[src/psram_cfg_pkg.sv]
// constants and types for the configuration, power and refresh control block
package psram_cfg_pkg;
    // clock rate of sys_clk
    localparam int CLK_MHZ = 250;
    // register select codes on the configuration port
    localparam logic SEL_FIRST_CFG = 1'b0;
    localparam logic SEL_SECOND_CFG = 1'b1;
    // first configuration register layout
    localparam logic [15:0] FIRST_CFG_RESET = 16'h8000;
    localparam int FIRST_PWR_BIT = 15;
    localparam int DRIVE_LSB = 12;
    localparam int DRIVE_W = 3;
    localparam logic [2:0] DRIVE_RESET = 3'h0;
    // second configuration register layout
    localparam logic [15:0] SECOND_CFG_RESET = 16'hFFC1;
    localparam logic [15:0] SECOND_FIXED_MASK = 16'hFF83;
    localparam int CLK_TYPE_BIT = 6;
    localparam int SLEEP_BIT = 5;
    localparam int PART_LSB = 2;
    localparam int PART_W = 3;
    localparam logic [1:0] INTERVAL_CODE = 2'h1;
    // partial array refresh encodings
    localparam logic [2:0] PART_FULL = 3'h0;
    localparam logic [2:0] PART_BOT_HALF = 3'h1;
    localparam logic [2:0] PART_BOT_QUARTER = 3'h2;
    localparam logic [2:0] PART_BOT_EIGHTH = 3'h3;
    localparam logic [2:0] PART_RESERVED = 3'h4;
    localparam logic [2:0] PART_TOP_HALF = 3'h5;
    localparam logic [2:0] PART_TOP_QUARTER = 3'h6;
    localparam logic [2:0] PART_TOP_EIGHTH = 3'h7;
    // refresh interval, a longest time, so rounded down
    localparam int REFRESH_INTERVAL_NS = 4000;
    localparam int REFRESH_INTERVAL_CYC = REFRESH_INTERVAL_NS * CLK_MHZ / 1000;
    // power down entry time, a longest time, at least one cycle
    localparam int PD_ENTRY_NS = 10;
    localparam int PD_ENTRY_RAW = PD_ENTRY_NS * CLK_MHZ / 1000;
    localparam int PD_ENTRY_CYC = (PD_ENTRY_RAW < 1) ? 1 : PD_ENTRY_RAW;
    // cycles one row refresh occupies the array
    localparam int REFRESH_OP_CYC = 8;
    // power state machine
    typedef enum logic [1:0] {
        PWR_NORMAL = 2'b00,
        PWR_ENTERING = 2'b01,
        PWR_DEEP = 2'b10,
        PWR_SLEEP = 2'b11
    } pwr_state_t;
    // refresh scheduler state machine
    typedef enum logic [1:0] {
        REF_IDLE = 2'b00,
        REF_PENDING = 2'b01,
        REF_BUSY = 2'b10
    } ref_state_t;
endpackage

[src/refresh_if.sv]
// signals between the control block and its refresh scheduler
`timescale 1ns/1ps
interface refresh_if #(parameter int ROW_BITS = 13);
    logic enable; // refresh allowed
    logic clear; // restart scheduler after reset pin
    logic [2:0] part_sel; // partial array selection
    logic access_active; // host transaction in progress
    logic pending; // refresh due or running
    logic busy; // array busy refreshing
    logic [ROW_BITS-1:0] row; // row being refreshed
    modport ctrl (output enable, output clear, output part_sel, output access_active,
                  input pending, input busy, input row);
    modport sched (input enable, input clear, input part_sel, input access_active,
                   output pending, output busy, output row);
endinterface

[src/refresh_sched.sv]
// distributed self-refresh scheduler with partial array support
`timescale 1ns/1ps
module refresh_sched #(
    parameter int ROW_BITS = 13
) (
    input wire logic sys_clk,
    input wire logic sys_rst,
    refresh_if.sched rif
);
    localparam int TMR_W = $clog2(psram_cfg_pkg::REFRESH_INTERVAL_CYC + 1);
    localparam int OP_W = $clog2(psram_cfg_pkg::REFRESH_OP_CYC + 1);
    localparam logic [TMR_W-1:0] TMR_LAST = TMR_W'(psram_cfg_pkg::REFRESH_INTERVAL_CYC - 1);
    localparam logic [OP_W-1:0] OP_LAST = OP_W'(psram_cfg_pkg::REFRESH_OP_CYC - 1);

    // lowest row of the refreshed region
    function automatic logic [ROW_BITS-1:0] region_lo(input logic [2:0] sel);
        logic [ROW_BITS-1:0] top;
        top = '1;
        unique case (sel)
            psram_cfg_pkg::PART_TOP_HALF: region_lo = ~(top >> 1);
            psram_cfg_pkg::PART_TOP_QUARTER: region_lo = ~(top >> 2);
            psram_cfg_pkg::PART_TOP_EIGHTH: region_lo = ~(top >> 3);
            default: region_lo = '0;
        endcase
    endfunction

    // highest row of the refreshed region; reserved code refreshes all
    function automatic logic [ROW_BITS-1:0] region_hi(input logic [2:0] sel);
        logic [ROW_BITS-1:0] top;
        top = '1;
        unique case (sel)
            psram_cfg_pkg::PART_BOT_HALF: region_hi = top >> 1;
            psram_cfg_pkg::PART_BOT_QUARTER: region_hi = top >> 2;
            psram_cfg_pkg::PART_BOT_EIGHTH: region_hi = top >> 3;
            default: region_hi = top;
        endcase
    endfunction

    psram_cfg_pkg::ref_state_t state_q, state_d; // scheduler state
    logic [TMR_W-1:0] tmr_q, tmr_d; // interval timer
    logic [OP_W-1:0] op_q, op_d; // refresh operation timer
    logic [ROW_BITS-1:0] row_q, row_d; // next row to refresh

    // next state: one row per interval, spread evenly
    always_comb begin
        state_d = state_q;
        tmr_d = tmr_q;
        op_d = op_q;
        row_d = row_q;
        if (!rif.enable || rif.clear) begin
            // stopped: nothing pending, timer restarts on re-enable
            state_d = psram_cfg_pkg::REF_IDLE;
            tmr_d = '0;
            op_d = '0;
        end else begin
            tmr_d = (tmr_q == TMR_LAST) ? '0 : tmr_q + 1'b1;
            unique case (state_q)
                psram_cfg_pkg::REF_IDLE: begin
                    if (tmr_q == TMR_LAST) begin
                        state_d = psram_cfg_pkg::REF_PENDING;
                    end
                end
                psram_cfg_pkg::REF_PENDING: begin
                    if (!rif.access_active) begin
                        state_d = psram_cfg_pkg::REF_BUSY;
                        op_d = '0;
                    end
                end
                psram_cfg_pkg::REF_BUSY: begin
                    op_d = op_q + 1'b1;
                    if (op_q == OP_LAST) begin
                        state_d = psram_cfg_pkg::REF_IDLE;
                        if (row_q >= region_hi(rif.part_sel) || row_q < region_lo(rif.part_sel)) begin
                            row_d = region_lo(rif.part_sel);
                        end else begin
                            row_d = row_q + 1'b1;
                        end
                    end
                end
                default: state_d = psram_cfg_pkg::REF_IDLE;
            endcase
        end
    end

    // scheduler registers
    always_ff @(posedge sys_clk or posedge sys_rst) begin
        if (sys_rst) begin
            state_q <= psram_cfg_pkg::REF_IDLE;
            tmr_q <= '0;
            op_q <= '0;
            row_q <= '0;
        end else begin
            state_q <= state_d;
            tmr_q <= tmr_d;
            op_q <= op_d;
            row_q <= row_d;
        end
    end

    assign rif.pending = (state_q != psram_cfg_pkg::REF_IDLE);
    assign rif.busy = (state_q == psram_cfg_pkg::REF_BUSY);
    assign rif.row = row_q;
endmodule

[src/psram_power_refresh_config.sv]
// configuration registers, power states and refresh control of the memory device
`timescale 1ns/1ps
module psram_power_refresh_config #(
    parameter int ROW_BITS = 13
) (
    input wire logic sys_clk,
    input wire logic sys_rst,
    input wire logic hw_reset_n,
    input wire logic cs_n,
    input wire logic reg_wr,
    input wire logic reg_sel,
    input wire logic [15:0] reg_wdata,
    output logic [15:0] reg_rdata,
    input wire logic access_start,
    input wire logic access_active,
    output logic [2:0] drive_strength,
    output logic clock_single_ended,
    output logic [2:0] refresh_part_sel,
    output logic strobe_ca_high,
    output logic lowest_power,
    output logic retention_sleep,
    output logic inputs_ignored,
    output logic refresh_busy,
    output logic [ROW_BITS-1:0] refresh_row
);
    localparam int PD_W = $clog2(psram_cfg_pkg::PD_ENTRY_CYC + 1);
    localparam logic [PD_W-1:0] PD_LAST = PD_W'(psram_cfg_pkg::PD_ENTRY_CYC - 1);

    // writable bits of the second register merged with its fixed bits
    // a host that forgets the reserved ones still reads them back set
    function automatic logic [15:0] second_fixed(input logic [15:0] v);
        second_fixed = (v & ~psram_cfg_pkg::SECOND_FIXED_MASK) |
                       (psram_cfg_pkg::SECOND_CFG_RESET & psram_cfg_pkg::SECOND_FIXED_MASK);
    endfunction

    refresh_if #(.ROW_BITS(ROW_BITS)) rif ();

    logic [1:0] cs_sync_q; // select pin synchroniser
    logic [1:0] rst_sync_q; // reset pin synchroniser
    logic cs_low; // synchronised select level, low active
    logic pin_reset; // synchronised hardware reset pin

    // two flops on each pin before any logic looks at it
    always_ff @(posedge sys_clk or posedge sys_rst) begin
        if (sys_rst) begin
            // both pins idle high, so no false select or reset after power-on
            cs_sync_q <= 2'h3;
            rst_sync_q <= 2'h3;
        end else begin
            cs_sync_q <= {cs_sync_q[0], cs_n};
            rst_sync_q <= {rst_sync_q[0], hw_reset_n};
        end
    end
    assign cs_low = ~cs_sync_q[1];
    assign pin_reset = ~rst_sync_q[1];

    psram_cfg_pkg::pwr_state_t pwr_q, pwr_d; // power state
    logic [PD_W-1:0] pd_cnt_q, pd_cnt_d; // power down entry timer
    logic cs_seen_low_q, cs_seen_low_d; // select went low during power down
    logic [15:0] cfg0_q, cfg0_d; // first configuration register
    logic [15:0] cfg1_q, cfg1_d; // second configuration register, writable bits
    logic [15:0] rdata_q, rdata_d; // read data
    logic strobe_q, strobe_d; // extra latency flag for current access
    logic writes_taken; // register port accepted

    // only select and reset pin matter, and reg_sel still steers reads
    // power down drops register writes without any error response
    assign writes_taken = (pwr_q != psram_cfg_pkg::PWR_DEEP) && reg_wr;

    // next state of power, registers and latency flag
    always_comb begin
        pwr_d = pwr_q;
        pd_cnt_d = pd_cnt_q;
        cs_seen_low_d = cs_seen_low_q;
        cfg0_d = cfg0_q;
        cfg1_d = cfg1_q;
        strobe_d = strobe_q;
        // reads return the selected register; interval code is fixed
        // read-only interval field
        rdata_d = (reg_sel == psram_cfg_pkg::SEL_SECOND_CFG) ?
                  second_fixed(cfg1_q) : cfg0_q;
        if (writes_taken) begin
            if (reg_sel == psram_cfg_pkg::SEL_SECOND_CFG) begin
                cfg1_d = second_fixed(reg_wdata);
            end else begin
                cfg0_d = reg_wdata;
            end
        end
        // flag means doubled latency
        // held to the end of the access, one answer per command
        if (access_start && pwr_q != psram_cfg_pkg::PWR_DEEP) begin
            strobe_d = rif.pending;
        end else if (!access_active) begin
            strobe_d = 1'b0;
        end
        unique case (pwr_q)
            psram_cfg_pkg::PWR_NORMAL: begin
                if (writes_taken && reg_sel == psram_cfg_pkg::SEL_FIRST_CFG &&
                    !reg_wdata[psram_cfg_pkg::FIRST_PWR_BIT]) begin
                    pwr_d = psram_cfg_pkg::PWR_ENTERING;
                    pd_cnt_d = '0;
                end else if (writes_taken && reg_sel == psram_cfg_pkg::SEL_SECOND_CFG &&
                             reg_wdata[psram_cfg_pkg::SLEEP_BIT]) begin
                    pwr_d = psram_cfg_pkg::PWR_SLEEP;
                end
            end
            psram_cfg_pkg::PWR_ENTERING: begin
                // reach power down within entry time
                pd_cnt_d = pd_cnt_q + 1'b1;
                if (pd_cnt_q == PD_LAST) begin
                    pwr_d = psram_cfg_pkg::PWR_DEEP;
                    cs_seen_low_d = 1'b0;
                end
            end
            psram_cfg_pkg::PWR_DEEP: begin
                // low then high pulse on select wakes
                if (cs_low) begin
                    cs_seen_low_d = 1'b1;
                end else if (cs_seen_low_q) begin
                    // registers come back as after power-on
                    pwr_d = psram_cfg_pkg::PWR_NORMAL;
                    cs_seen_low_d = 1'b0;
                    cfg0_d = psram_cfg_pkg::FIRST_CFG_RESET;
                    cfg1_d = psram_cfg_pkg::SECOND_CFG_RESET;
                end
            end
            psram_cfg_pkg::PWR_SLEEP: begin
                // select low exits and clears bit
                if (cs_low) begin
                    pwr_d = psram_cfg_pkg::PWR_NORMAL;
                    cfg1_d[psram_cfg_pkg::SLEEP_BIT] = 1'b0;
                end
            end
        endcase
        // reset pin ends sleep and power down
        if (pin_reset) begin
            pwr_d = psram_cfg_pkg::PWR_NORMAL;
            pd_cnt_d = '0;
            cs_seen_low_d = 1'b0;
            cfg0_d = psram_cfg_pkg::FIRST_CFG_RESET;
            cfg1_d = psram_cfg_pkg::SECOND_CFG_RESET;
            strobe_d = 1'b0;
        end
    end

    // power, register and flag storage
    always_ff @(posedge sys_clk or posedge sys_rst) begin
        if (sys_rst) begin
            pwr_q <= psram_cfg_pkg::PWR_NORMAL;
            pd_cnt_q <= '0;
            cs_seen_low_q <= 1'b0;
            cfg0_q <= psram_cfg_pkg::FIRST_CFG_RESET;
            cfg1_q <= psram_cfg_pkg::SECOND_CFG_RESET;
            rdata_q <= '0;
            strobe_q <= 1'b0;
        end else begin
            pwr_q <= pwr_d;
            pd_cnt_q <= pd_cnt_d;
            cs_seen_low_q <= cs_seen_low_d;
            cfg0_q <= cfg0_d;
            cfg1_q <= cfg1_d;
            rdata_q <= rdata_d;
            strobe_q <= strobe_d;
        end
    end

    // pin reset restarts refresh
    // refresh already stops while entering, well inside the entry time;
    // a row cut short there is lost with the rest of the array anyway
    assign rif.enable = (pwr_q == psram_cfg_pkg::PWR_NORMAL) ||
                        (pwr_q == psram_cfg_pkg::PWR_SLEEP);
    assign rif.clear = pin_reset;
    assign rif.part_sel = cfg1_q[psram_cfg_pkg::PART_LSB +: psram_cfg_pkg::PART_W];
    // relies on host bounding select-low time
    assign rif.access_active = access_active;

    refresh_sched #(.ROW_BITS(ROW_BITS)) u_sched (
        .sys_clk(sys_clk),
        .sys_rst(sys_rst),
        .rif(rif)
    );

    // outputs taken from flops, power and refresh flags decoded from state flops
    // drive field to pads
    assign drive_strength = cfg0_q[psram_cfg_pkg::DRIVE_LSB +: psram_cfg_pkg::DRIVE_W];
    assign clock_single_ended = cfg1_q[psram_cfg_pkg::CLK_TYPE_BIT];
    assign refresh_part_sel = rif.part_sel;
    assign reg_rdata = rdata_q;
    assign strobe_ca_high = strobe_q;
    assign lowest_power = (pwr_q == psram_cfg_pkg::PWR_DEEP);
    assign retention_sleep = (pwr_q == psram_cfg_pkg::PWR_SLEEP);
    assign inputs_ignored = (pwr_q == psram_cfg_pkg::PWR_DEEP);
    assign refresh_busy = rif.busy;
    assign refresh_row = rif.row;
endmodule

[config.mk]
export PLATFORM = sky130hd
export DESIGN_NAME = psram_power_refresh_config
export DESIGN_NICKNAME = d
export VERILOG_FILES = /design/src/psram_cfg_pkg.sv /design/src/refresh_if.sv /design/src/refresh_sched.sv /design/src/psram_power_refresh_config.sv
export SDC_FILE = /design/constraint.sdc
export NUM_CORES = 1
export LEC_CHECK = 0
export ABC_AREA = 1
export BUFFER_PORTS_ARGS = -buffer_cell sky130_fd_sc_hd__buf_4
export CORE_MARGIN = 10
export CORE_UTILIZATION = 46
export CTS_CLUSTER_DIAMETER = 200
export DETAILED_ROUTE_END_ITERATION = 12
export PLACE_DENSITY = 0.68
export SETUP_SLACK_MARGIN = 0.2
export SYNTH_ARGS = -nofsm -noshare
export SYNTH_HDL_FRONTEND = slang
export SYNTH_SLANG_ARGS = --single-unit
[constraint.sdc]
create_clock -name sys_clk -period 2.4 [get_ports sys_clk]
set_input_delay 0.12 -clock sys_clk [delete_from_list [all_inputs] [get_ports sys_clk]]
set_output_delay 0.12 -clock sys_clk [all_outputs]
set_load 0.02 [all_outputs]
======== Yosys cells after proc, flatten, opt, wreduce, memory -nomap -nowiden ========
Cells that the tools add are included.
storage, ports and cells
  bits in registers ....................... 87
  logic and storage cells ................. 123
cells by class
  add/sub/neg operators ................... 4
  $lt $le $gt $ge ......................... 2
  equality and inequality tests ........... 27
  mux-type cells .......................... 53
  bitwise operators ....................... 3
  reduce and logical (&&, ||, !) cells .... 21
operator list
  cell                                                                      count
  16-bit 2-to-1 mux                                                         12
  13-bit 2-to-1 mux                                                         7
  13-bit one-hot mux with 3 select lines                                    2
  10-bit 2-to-1 mux                                                         3
  2-bit 2-to-1 mux                                                          13
  13-bit by 1-bit adder with 13-bit output (second input constant)          1
  13-bit >= comparator                                                      1
  13-bit < comparator                                                       1
  3-bit by 2-bit inequality test with 1-bit output (second input constant)  4
  3-bit inequality test (second input constant)                             4
  10-bit by 1-bit adder with 10-bit output (second input constant)          1
  10-bit equality test (second input constant)                              1
  3-bit equality test (second input constant)                               3
  3-bit by 1-bit inequality test with 1-bit output (second input constant)  3
  4-bit 2-to-1 mux                                                          2
  2-bit one-hot mux with 4 select lines                                     1
  4-bit one-hot mux with 2 select lines                                     1
  1-bit 2-to-1 mux                                                          7
  2-bit by 1-bit equality test with 1-bit output (second input constant)    3
  2-bit equality test (second input constant)                               3
  3-bit by 2-bit equality test with 1-bit output (second input constant)    2
  1-bit logical AND                                                         6
  2-bit one-hot mux with 3 select lines                                     1
  2-bit AND reduction                                                       3
  other kinds (17)                                                          25

======== Logic depth before layout (Yosys ltp) ========
Gate-level depths: netlist of the first run.
  depth after elaboration ................. 8
  mapped depth ............................ 12

======== Hierarchy ========
From an unflattened synthesis of the first run, not the netlist that was laid out.
unflattened totals
  cells, all modules ...................... 479
  area, all modules ....................... 3907.5 sq um
modules (own cells, without submodules)
  module                      instances  cells an instance  area an instance (sq um)  seq. area each (sq um)
  psram_power_refresh_config  1          214                2047.0                    1183.6
  refresh_sched               1          265                1860.5                    725.7

======== Worst setup path after synthesis of the first run ========
OpenSTA, ideal clock, no wires.
  path kind ............................... reg-to-reg
  start ................................... register pwr_q[0]
  end ..................................... register pwr_q[0]
  setup time .............................. 0.132 ns
  arrival time ............................ 1.604 ns
  required time ........................... 2.268 ns
  setup slack ............................. 0.664 ns
  stages on the path, launching flop included .. 11
  buffers on the path ..................... 0
  clock period less this slack ............ 1.736 ns
  cell sequence ........................... dfrtp_1 > inv_1 > ha_1 > nor2_1 > inv_1 > nor2_1 > nand2_1 > nand2_1 > o211ai_1 > nand2_1 > o21ai_0
between the ends
  elaborated cells on any way between the ends .. 19
  classes of those cells .................. eq/ne: 9; mux: 3; reduce/logical: 7
RTL lines
  what                                                                                      RTL line                           source
  from (decl)                                                                               psram_power_refresh_config.sv:57   psram_cfg_pkg::pwr_state_t pwr_q, pwr_d;
  from (signal assigned)                                                                    psram_power_refresh_config.sv:149  pwr_q <= psram_cfg_pkg::PWR_NORMAL;
  from (signal assigned)                                                                    psram_power_refresh_config.sv:157  pwr_q <= pwr_d;
  2-bit equality test (*)                                                                   n/a
  via inputs_ignored                                                                        psram_power_refresh_config.sv:22   output logic inputs_ignored,
  3-bit by 2-bit inequality test with 1-bit output (no line), or another cell as far along  n/a
  5-bit AND reduction (no line) / 2-bit 2-to-1 mux (equally long branches)                  n/a
Mark *: on every way through the listed nets, which the timed path passes. The rest lies on a longest branch.
A chain may end at the register's enable or synchronous reset.

======== Worst setup path after layout of the first run ========
  start ................................... register pwr_q[0]
  end ..................................... register pwr_q[0]
between the ends
  cells in the longest elaborated chain, start to end .. 7
  elaborated cells on any way between the ends .. 19
  classes of those cells .................. eq/ne: 9; mux: 3; reduce/logical: 7
ends and longest elaborated chain
  what                                   RTL line                           source
  2-bit inequality test                  psram_power_refresh_config.sv:68   assign writes_taken = (pwr_q != psram_cfg_pkg::PWR_DEEP) && reg_wr;
  1-bit logical AND                      psram_power_refresh_config.sv:68
  1-bit logical AND (2 in series)        psram_power_refresh_config.sv:98   if (writes_taken && reg_sel == psram_cfg_pkg::SEL_FIRST_CFG &&
  2-bit 2-to-1 mux                       psram_power_refresh_config.sv:98
  2-bit one-hot mux with 4 select lines  psram_power_refresh_config.sv:96   unique case (pwr_q)
  2-bit 2-to-1 mux                       psram_power_refresh_config.sv:136  if (pin_reset) begin
Parallel ways exist; a longest one is shown, timed or not.

==> out/qor.yml, run 1 <==
outcome:
  status: "finished clean"
pwr:
  p_per_area_nw_per_um2: 742
  p_total_mw: 3.41
  power.leakage_nw: 2.27
  p_int_mw: 2.32
  p_sw_frac: 0.319
  ir_drop_v: 0.000452
  comb_power_share: 0.232
  p_clk_frac: 0.325
  p_sw_mw: 1.09
  p_seq_frac: 0.443
sta:
  tightest_slew_ns: 0.578
  hold_viol_final: 0
  period_minus_slack_ns: 1.98
  setup_viol: 0
  report.final.slew_viol_count: 0
  rsz0062_at_grt: "no"
  fin_tns_setup_ns: 0
  skew_ns: 0.00978
  timing.slew.headroom: 0.614
  post-route-period-util: 0.825
  max_freq_mhz: 505
route:
  via_count: 3030
  drt_iter0_markers: 143
  detail_route.vias_per_cell: 4.95
  wire_per_inst_um: 13.5
  finalWirelength_um: 8230
  first_pass_iters: 5
  drcViolationCount: 0
  antenna_left: 0
clock_network:
  cts_root_buf: "clkbuf_8"
  cts.sinks: 76
  clockBufferDepth: 2
  insertion_delay_ns: 0.35
  numCtsBuffers: 9
  cts_tree: "built"
  h-tree-depth: 3
  clkTransAtPathRegs_ns: 0.08
synthesis:
  ys_seq_area_frac: 0.511
  synth_flop_cell: "dfrtp_1"
  async_flop_share: 1.00
  ys_seq_elements: 76
  synthCells: 432
  netlist_area_sq_um: 3740
  syn_nets: 470
  synth_edf_count: 0
  synth_area_leader_cell: "dfrtp_1"
  synthTopCellsByArea: "dfrtp_1 47%, nand2_1 9.6%, nor2_1 5.8%"
  ys_types: 40
  yosys_warnings: 0
  yosys.area.top_type_share: 0.468
  avgSynthCellArea_sq_um: 8.66
floorplan:
  initial_utilization: 0.479
  dieHeight_um: 110
  row_count: 32
  die-area_sq_um: 12100
  die_w_um: 110
  core_area_sq_um: 7810
  io_pins: 65
worst_setup_path:
  critical_path_class: "flop to flop"
  cp-start-kind: "flop"
  cp_slowest_stage_delay_ns: 0.40
  path_buf_inv: 1
  crit_arrival_ns: 2.20
  cp-end-kind: "flop"
  critical-path-top-delay-family: "simple AND/OR/NAND/NOR gates"
  worst_path_max_delay_cell: "dfrtp_1"
  crit_fanout: 8
  cp.required_ns: 2.62
  crit_chain: "inv_1, ha_1, nor2_1, nand2_1, nor2_1, nor2_1, nand2_1, o211ai_1, nand2_1, o21ai_0"
placement:
  dp.final_hpwl_um: 6100
  gp_congestion: 0.841
  port_buffers: 64
global_route:
  grt-ovfl-total: 0
  grt_max_degree: 29
  grt_pass1_wl_um: 13500
  antenna_found_initial: 0
  grt_pass1_vias: 2851
  grt_usage: 0.138
finish:
  drive_gt1_frac: 0.222
  syn_to_final_growth_pct: 22.9
  fin_nets: 543
  final_core_util: 0.588
  fillers: 700
  antennaDiodeCount: 0
run:
  drv_cap: 0
hold_path:
  worstHoldPathType: "input pin to flop"
==> final cells by class <==
cell class                 instances  area [sq um]  area share
timing repair buffer              76           583       0.127
tap                              102           128      0.0278
clock inverter                     7           104      0.0226
sequential                        76          1910       0.416
multi-input combinational        286          1540       0.334
inverter                          56           210      0.0458
clock buffer                       9           124      0.0270
==> cells in the mapped netlist (2+ instances only) <==
library cell	n
inv_2	2
inv_1	54
a21oi_1	13
o31ai_1	3
nor2_1	58
nor2_4	3
dfstp_2	6
xor2_1	9
nor2_2	3
o22ai_1	4
buf_2	4
o21ai_0	14
buf_4	7
a211oi_1	16
nor3_1	5
nand3_1	22
dfrtp_1	70
nand3_2	2
nand2_1	96
nand4_1	5
nor3b_1	2
ha_1	14
or2_2	2
o21bai_1	2
==> power by group through the flow <==
stage	Clock, mW	Combinational [mW]	Sequential (mW)
2_1_floorplan	0	0.516	1.56
3_3_place_gp	0	0.772	1.53
3_5_place_dp	0	0.788	1.54
4_1_cts	1.15	0.803	1.51
5_1_grt	1.19	0.888	1.53
6_report	1.11	0.790	1.51
==> cell families (layout without fill, tap and decap cells) <==
logic type	after synthesis	in the layout	share of synthesized area
AO/OA/AOI/OAI	59	59	0.102
XOR/XNOR	9	9	0.0211
adder cells (fa/ha/maj)	14	14	0.0468
buffers and inverters	70	148	0.0806
flip-flops	76	76	0.511
AND/OR/NAND/NOR	204	204	0.239
==> path summary, 6_finish.rpt <==
path	from	end	slack, ns	cells past startpoint
max	pwr_q[0]$_DFFE_PP0P_	pwr_q[0]$_DFFE_PP0P_	0.42	10
min reg2reg	rst_sync_q[0]$_DFF_PP1_	rst_sync_q[1]$_DFF_PP1_	0.36	0
min in group asynchronous	sys_rst	u_sched.rif.row[2]$_DFFE_PP0P_	0.39	3
min	reg_wdata[5]	cfg0_q[5]$_DFF_PP0_	0.04	3
max reg2reg	pwr_q[0]$_DFFE_PP0P_	pwr_q[0]$_DFFE_PP0P_	0.42	10
max in group asynchronous	sys_rst	cfg0_q[15]$_DFF_PP1_	1.19	4
==> what timing repair did <==
action	4_1_cts	5_1_grt
resized for setup	0	3
setup endpoints to repair	0	15
setup buffers	0	4
endpoints found under the hold margin	30	0
hold buffers	5	0
==> cells in the final DEF (no fill, tap or decap), types with 2 or more instances in the layout <==
cell,count
a211oi_1,16
a21oi_1,13
buf_4,71
bufinv_16,2
clkbuf_8,9
dfrtp_1,70
dfstp_2,6
dlygate4sd3_1,5
ha_1,14
inv_1,53
inv_2,3
inv_6,4
nand2_1,95
nand2_2,2
nand3_1,22
nand3_2,2
nand4_1,5
nor2_1,56
nor2_2,5
nor2_4,3
nor3_1,5
nor3b_1,2
o21ai_0,14
o21bai_1,2
o22ai_1,4
o31ai_1,3
or2_2,2
xor2_1,9
==> through the flow <==
step / instances / worst slack, ns / hold WS, ns / instance area (sq um)
after floorplan: 432 / 0.352 / 0.124 / 3740
after global placement: 587 / 0.441 / 0.221 / 4280
after detailed placement: 587 / 0.367 / 0.220 / 4280
after CTS: 608 / 0.350 / 0.0202 / 4560
after global routing: 612 / 0.205 / 0.0299 / 4590
final: 612 / 0.419 / 0.0358 / 4590
==> flip-flops by register name, indices dropped and copies added, names as in the netlist <==
signal and flops:
u_sched.op_q 4, rst_sync_q 2, pwr_q 2, u_sched.tmr_q 10
u_sched.rif.row 13, cfg1_q 5, strobe_ca_high 1, u_sched.state_q 2
cfg0_q 16, reg_rdata 16, cs_seen_low_q 1, pd_cnt_q 2
cs_sync_q 2
==> worst min-delay path, cell delays in order <==
cell and delay (ns):
buf_4 0.09, nor2_1 0.04, nor2_1 0.09
==> metal layers <==
layer  wire, um  global-route usage
met5          0                   0
met4         45              0.0440
met1       3620               0.172
met2       4030               0.224
met3        545              0.0424
Power figures use the tool's default switching activity.
==> run 2: changes to the inputs <==
--- a/config.mk
+++ b/config.mk
@@ -5,13 +5,13 @@
 export SDC_FILE = /design/constraint.sdc
 export NUM_CORES = 1
 export LEC_CHECK = 0
-export ABC_AREA = 1
+export ABC_AREA = 0
 export BUFFER_PORTS_ARGS = -buffer_cell sky130_fd_sc_hd__buf_4
 export CORE_MARGIN = 10
 export CORE_UTILIZATION = 46
 export CTS_CLUSTER_DIAMETER = 200
 export DETAILED_ROUTE_END_ITERATION = 12
-export PLACE_DENSITY = 0.68
+export PLACE_DENSITY = 0.7
 export SETUP_SLACK_MARGIN = 0.2
 export SYNTH_ARGS = -nofsm -noshare
 export SYNTH_HDL_FRONTEND = slang
==> constraint.sdc (replaced) <==
create_clock -name sys_clk -period 1.8 [get_ports sys_clk]
set_input_delay 0.09 -clock sys_clk [delete_from_list [all_inputs] [get_ports sys_clk]]
set_output_delay 0.09 -clock sys_clk [all_outputs]
set_load 0.02 [all_outputs]
==> out/qor.yml, run 2 <==
outcome:
  status: "complete, but fails checks"
  violations: "negative setup slack"
synthesis:
  synth_simple_gate_area_frac: 0.211  # -0.0285
  ys_seq_elements: 76  # unchanged
  ys_types: 52  # +30%
  synth-xor-area-share: 0.0209  # -0.000209
  syn_nets: 422  # -10%
  synth_top_family_by_area: "simple AND/OR/NAND/NOR gates"
  yosys.area.top_type_share: 0.464  # -0.00465
  yosys.area_share.adder: 0.0464  # -0.000465
  netlist_area_sq_um: 3780  # +1.0%
  synth_flop_cell: "dfrtp_1"
  synthCells: 384  # -11%
  avgSynthCellArea_sq_um: 9.84  # +14%
  synth_area_leader_cell: "dfrtp_1"
  yosysMostFrequentCell: "dfrtp_1"
  ys_seq_area_frac: 0.505  # -0.00507
  async_flop_share: 1.00  # unchanged
  synth_common_cells: "70 x dfrtp_1, 55 x nand2_1, 32 x nor2_1"
  synthTopCellsByArea: "dfrtp_1 46%, nand2_1 5.5%, ha_1 4.6%"
  yosys_warnings: 0  # unchanged
  yosys-mux-area-fraction: 0.0361  # +0.0361
  synth_edf_count: 0  # unchanged
  synth-compound-area-share: 0.124  # +0.0218
global_route:
  antenna_found_initial: 1  # +1
  grt_usage: 0.152  # +0.0142
  grt_pass1_wl_um: 15700  # +17%
  grt_max_degree: 28  # -3.4%
  grt-ovfl-total: 0  # unchanged
  grt_pass1_vias: 3190  # +12%
placement:
  gp_congestion: 0.802  # -4.6%
  dp.cells: 571  # -2.7%
  dp.final_hpwl_um: 6560  # +7.6%
  port_buffers: 64  # unchanged
worst_setup_path:
  worst_path_max_delay_cell: "dfrtp_1"
  critical-path-top-delay-family: "simple AND/OR/NAND/NOR gates"
  cp-start-kind: "flop"
  path_buf_inv: 0  # -1
  crit_fanout: 5  # -3
  cp.required_ns: 2.07  # -0.55 ns
  crit_arrival_ns: 2.30  # +0.10 ns
  critical_path_class: "flop to flop"
  cp_slowest_stage_delay_ns: 0.42  # +0.02 ns
  cp-end-kind: "flop"
  crit_chain: "nor2b_4, and2_4, ha_4, nand4_1, nor4_2, nand3_1, and2_1, o311ai_1"
finish:
  final_core_util: 0.695  # +0.106
  fin_nets: 547  # +0.74%
  drive_gt1_frac: 0.420  # +0.199
  final_cell_mix: "101 x buf_4, 69 x dfrtp_1, 39 x nand2_1"
  syn_to_final_growth_pct: 44.3
  final_common_cell: "buf_4"
  fin_cells: 617  # +0.82%
  fillers: 595  # -15%
hold_path:
  worstHoldPathType: "input pin to flop"
sta:
  period_minus_slack_ns: 2.03  # +0.0494 ns
  post-route-period-util: 1.13  # +0.303
  max_freq_mhz: 493  # -2.4%
  setup_viol: 13  # +13
  hold_viol_final: 0  # unchanged
  tightest_slew_ns: 0.518  # -0.0604 ns
  setup_slack_ns: -0.230  # -0.649 ns
  fin_tns_setup_ns: -2.43  # -2.43 ns
  rsz0062_at_grt: "yes"
  timing.slew.headroom: 0.654  # +0.0401
  skew_ns: 0.0103  # +0.000553 ns
  report.final.slew_viol_count: 0  # unchanged
route:
  detail_route.vias_per_cell: 5.31  # +7.2%
  drcViolationCount: 0  # unchanged
  antenna_left: 0  # unchanged
  via_count: 3276  # +8.1%
  finalWirelength_um: 10000  # +22%
  wl_met1_um: 4600  # +27%
  wire_per_inst_um: 16.3  # +21%
  drt_iter0_markers: 129  # -9.8%
  met2_length_um: 4870  # +21%
  first_pass_iters: 4  # -1
  met3_length_um: 390  # -28%
  top_layer: "met4"
clock_network:
  h-tree-depth: 3  # unchanged
  cts.sinks: 76  # unchanged
  numCtsBuffers: 9  # unchanged
  clockBufferDepth: 2  # unchanged
  clkTransAtPathRegs_ns: 0.09  # about the same
  cts_root_buf: "clkbuf_8"
  insertion_delay_ns: 0.37  # +0.02 ns
  cts_tree: "built"
floorplan:
  row_count: 32  # unchanged
  core_area_sq_um: 7850  # +0.51%
  die_w_um: 111  # +0.41%
  io_pins: 65  # unchanged
  initial_utilization: 0.481  # +0.00234
  die-area_sq_um: 12200  # +0.83%
  dieHeight_um: 111  # +0.41%
pwr:
  p_seq_frac: 0.397  # -0.046
  ir_drop_v: 0.000913  # +100%
  p_per_area_nw_per_um2: 901  # +21%
  p_int_mw: 3.24  # +40%
  p_sw_mw: 1.67  # +54%
  p_clk_frac: 0.258  # -0.067
  p_total_mw: 4.91  # +44%
  power.leakage_nw: 2.45  # +7.8%
  comb_power_share: 0.345  # +0.113
  p_sw_frac: 0.340  # +0.0210
run:
  drv_cap: 0  # unchanged
## run 2: repair_timing
item | 4_1_cts | 5_1_grt
pin swaps | 2 | 24
setup buffers | 3 | 6
gates cloned | 0 | 2
endpoints found under the setup margin | 30 | 48
hold buffers | 18 | 0
hold endpoints to repair | 38 | 0
resized for setup | 8 | 77
## run 2: worst paths after layout
check,startpoint,end,slack (ns),cells past startpoint
max,cfg1_q[3]$_DFF_PP0_,u_sched.rif.row[12]$_DFFE_PP0P_,-0.23,8
min,access_active,u_sched.state_q[0]$_DFFE_PP0P_,0.06,3
max reg2reg,cfg1_q[3]$_DFF_PP0_,u_sched.rif.row[12]$_DFFE_PP0P_,-0.23,8
min reg2reg,rst_sync_q[0]$_DFF_PP1_,rst_sync_q[1]$_DFF_PP1_,0.36,0
max in group asynchronous,sys_rst,rst_sync_q[0]$_DFF_PP1_,0.86,4
min in group asynchronous,sys_rst,cfg0_q[14]$_DFF_PP0_,0.31,3
## run 2: power by group through the flow
stage	clock network (mW)	registers, mW	logic, mW
2_1_floorplan	0	2.01	0.746
3_3_place_gp	0	1.96	1.20
3_5_place_dp	0	1.96	1.22
4_1_cts	1.29	1.93	1.33
5_1_grt	1.37	1.97	1.82
6_report	1.27	1.95	1.69
## run 2: worst reg2reg max path, cell delays in order (launching register included)
cell and delay (ns):
dfrtp_1 0.42, nor2b_4 0.14, and2_4 0.16, ha_4 0.25, nand4_1 0.12, nor4_2 0.18
nand3_1 0.17, and2_1 0.23, o311ai_1 0.26
## run 2: stage by stage
step / cell area, sq um / hold WS (ns) / setup WS, ns
after CTS: 5070 / 0.0524 / -0.221
after floorplan: 3850 / 0.0945 / -0.233
after global placement: 4640 / 0.154 / -0.162
final: 5450 / 0.0631 / -0.230
after detailed placement: 4640 / 0.158 / -0.270
after global routing: 5450 / 0.0670 / -0.359
## run 2: cells by family (layout without fill, tap and decap cells)
logic type	count (synthesis)	after routing
compound gates	67	67
xor+xnor	9	9
mux	13	13
simple gates	161	161
other cells	0	1
buf+inv	44	174
fa+ha+maj	14	14
flops	76	76
## run 2: final cells by class
| cell class | instances | area [sq um] | share of cell area |
|---|---|---|---|
| diodes | 1 | 2.50 | 0.000459 |
| clock buffers | 9 | 124 | 0.0227 |
| clock inverters | 7 | 65.1 | 0.0119 |
| inverters | 21 | 82.6 | 0.0151 |
| multi-input cells | 264 | 1950 | 0.359 |
| flip-flops and latches | 76 | 1910 | 0.350 |
| well taps | 102 | 128 | 0.0234 |
| repair buffers | 137 | 1180 | 0.217 |
## run 2: routing by layer
| layer | GRT usage | vias up |
|---|---|---|
| met5 | 0 | - |
| met4 | 0.0665 | 0 |
| met3 | 0.0292 | 13 |
| met2 | 0.241 | 67 |
| met1 | 0.197 | 1622 |
| li1 | - | 1574 |
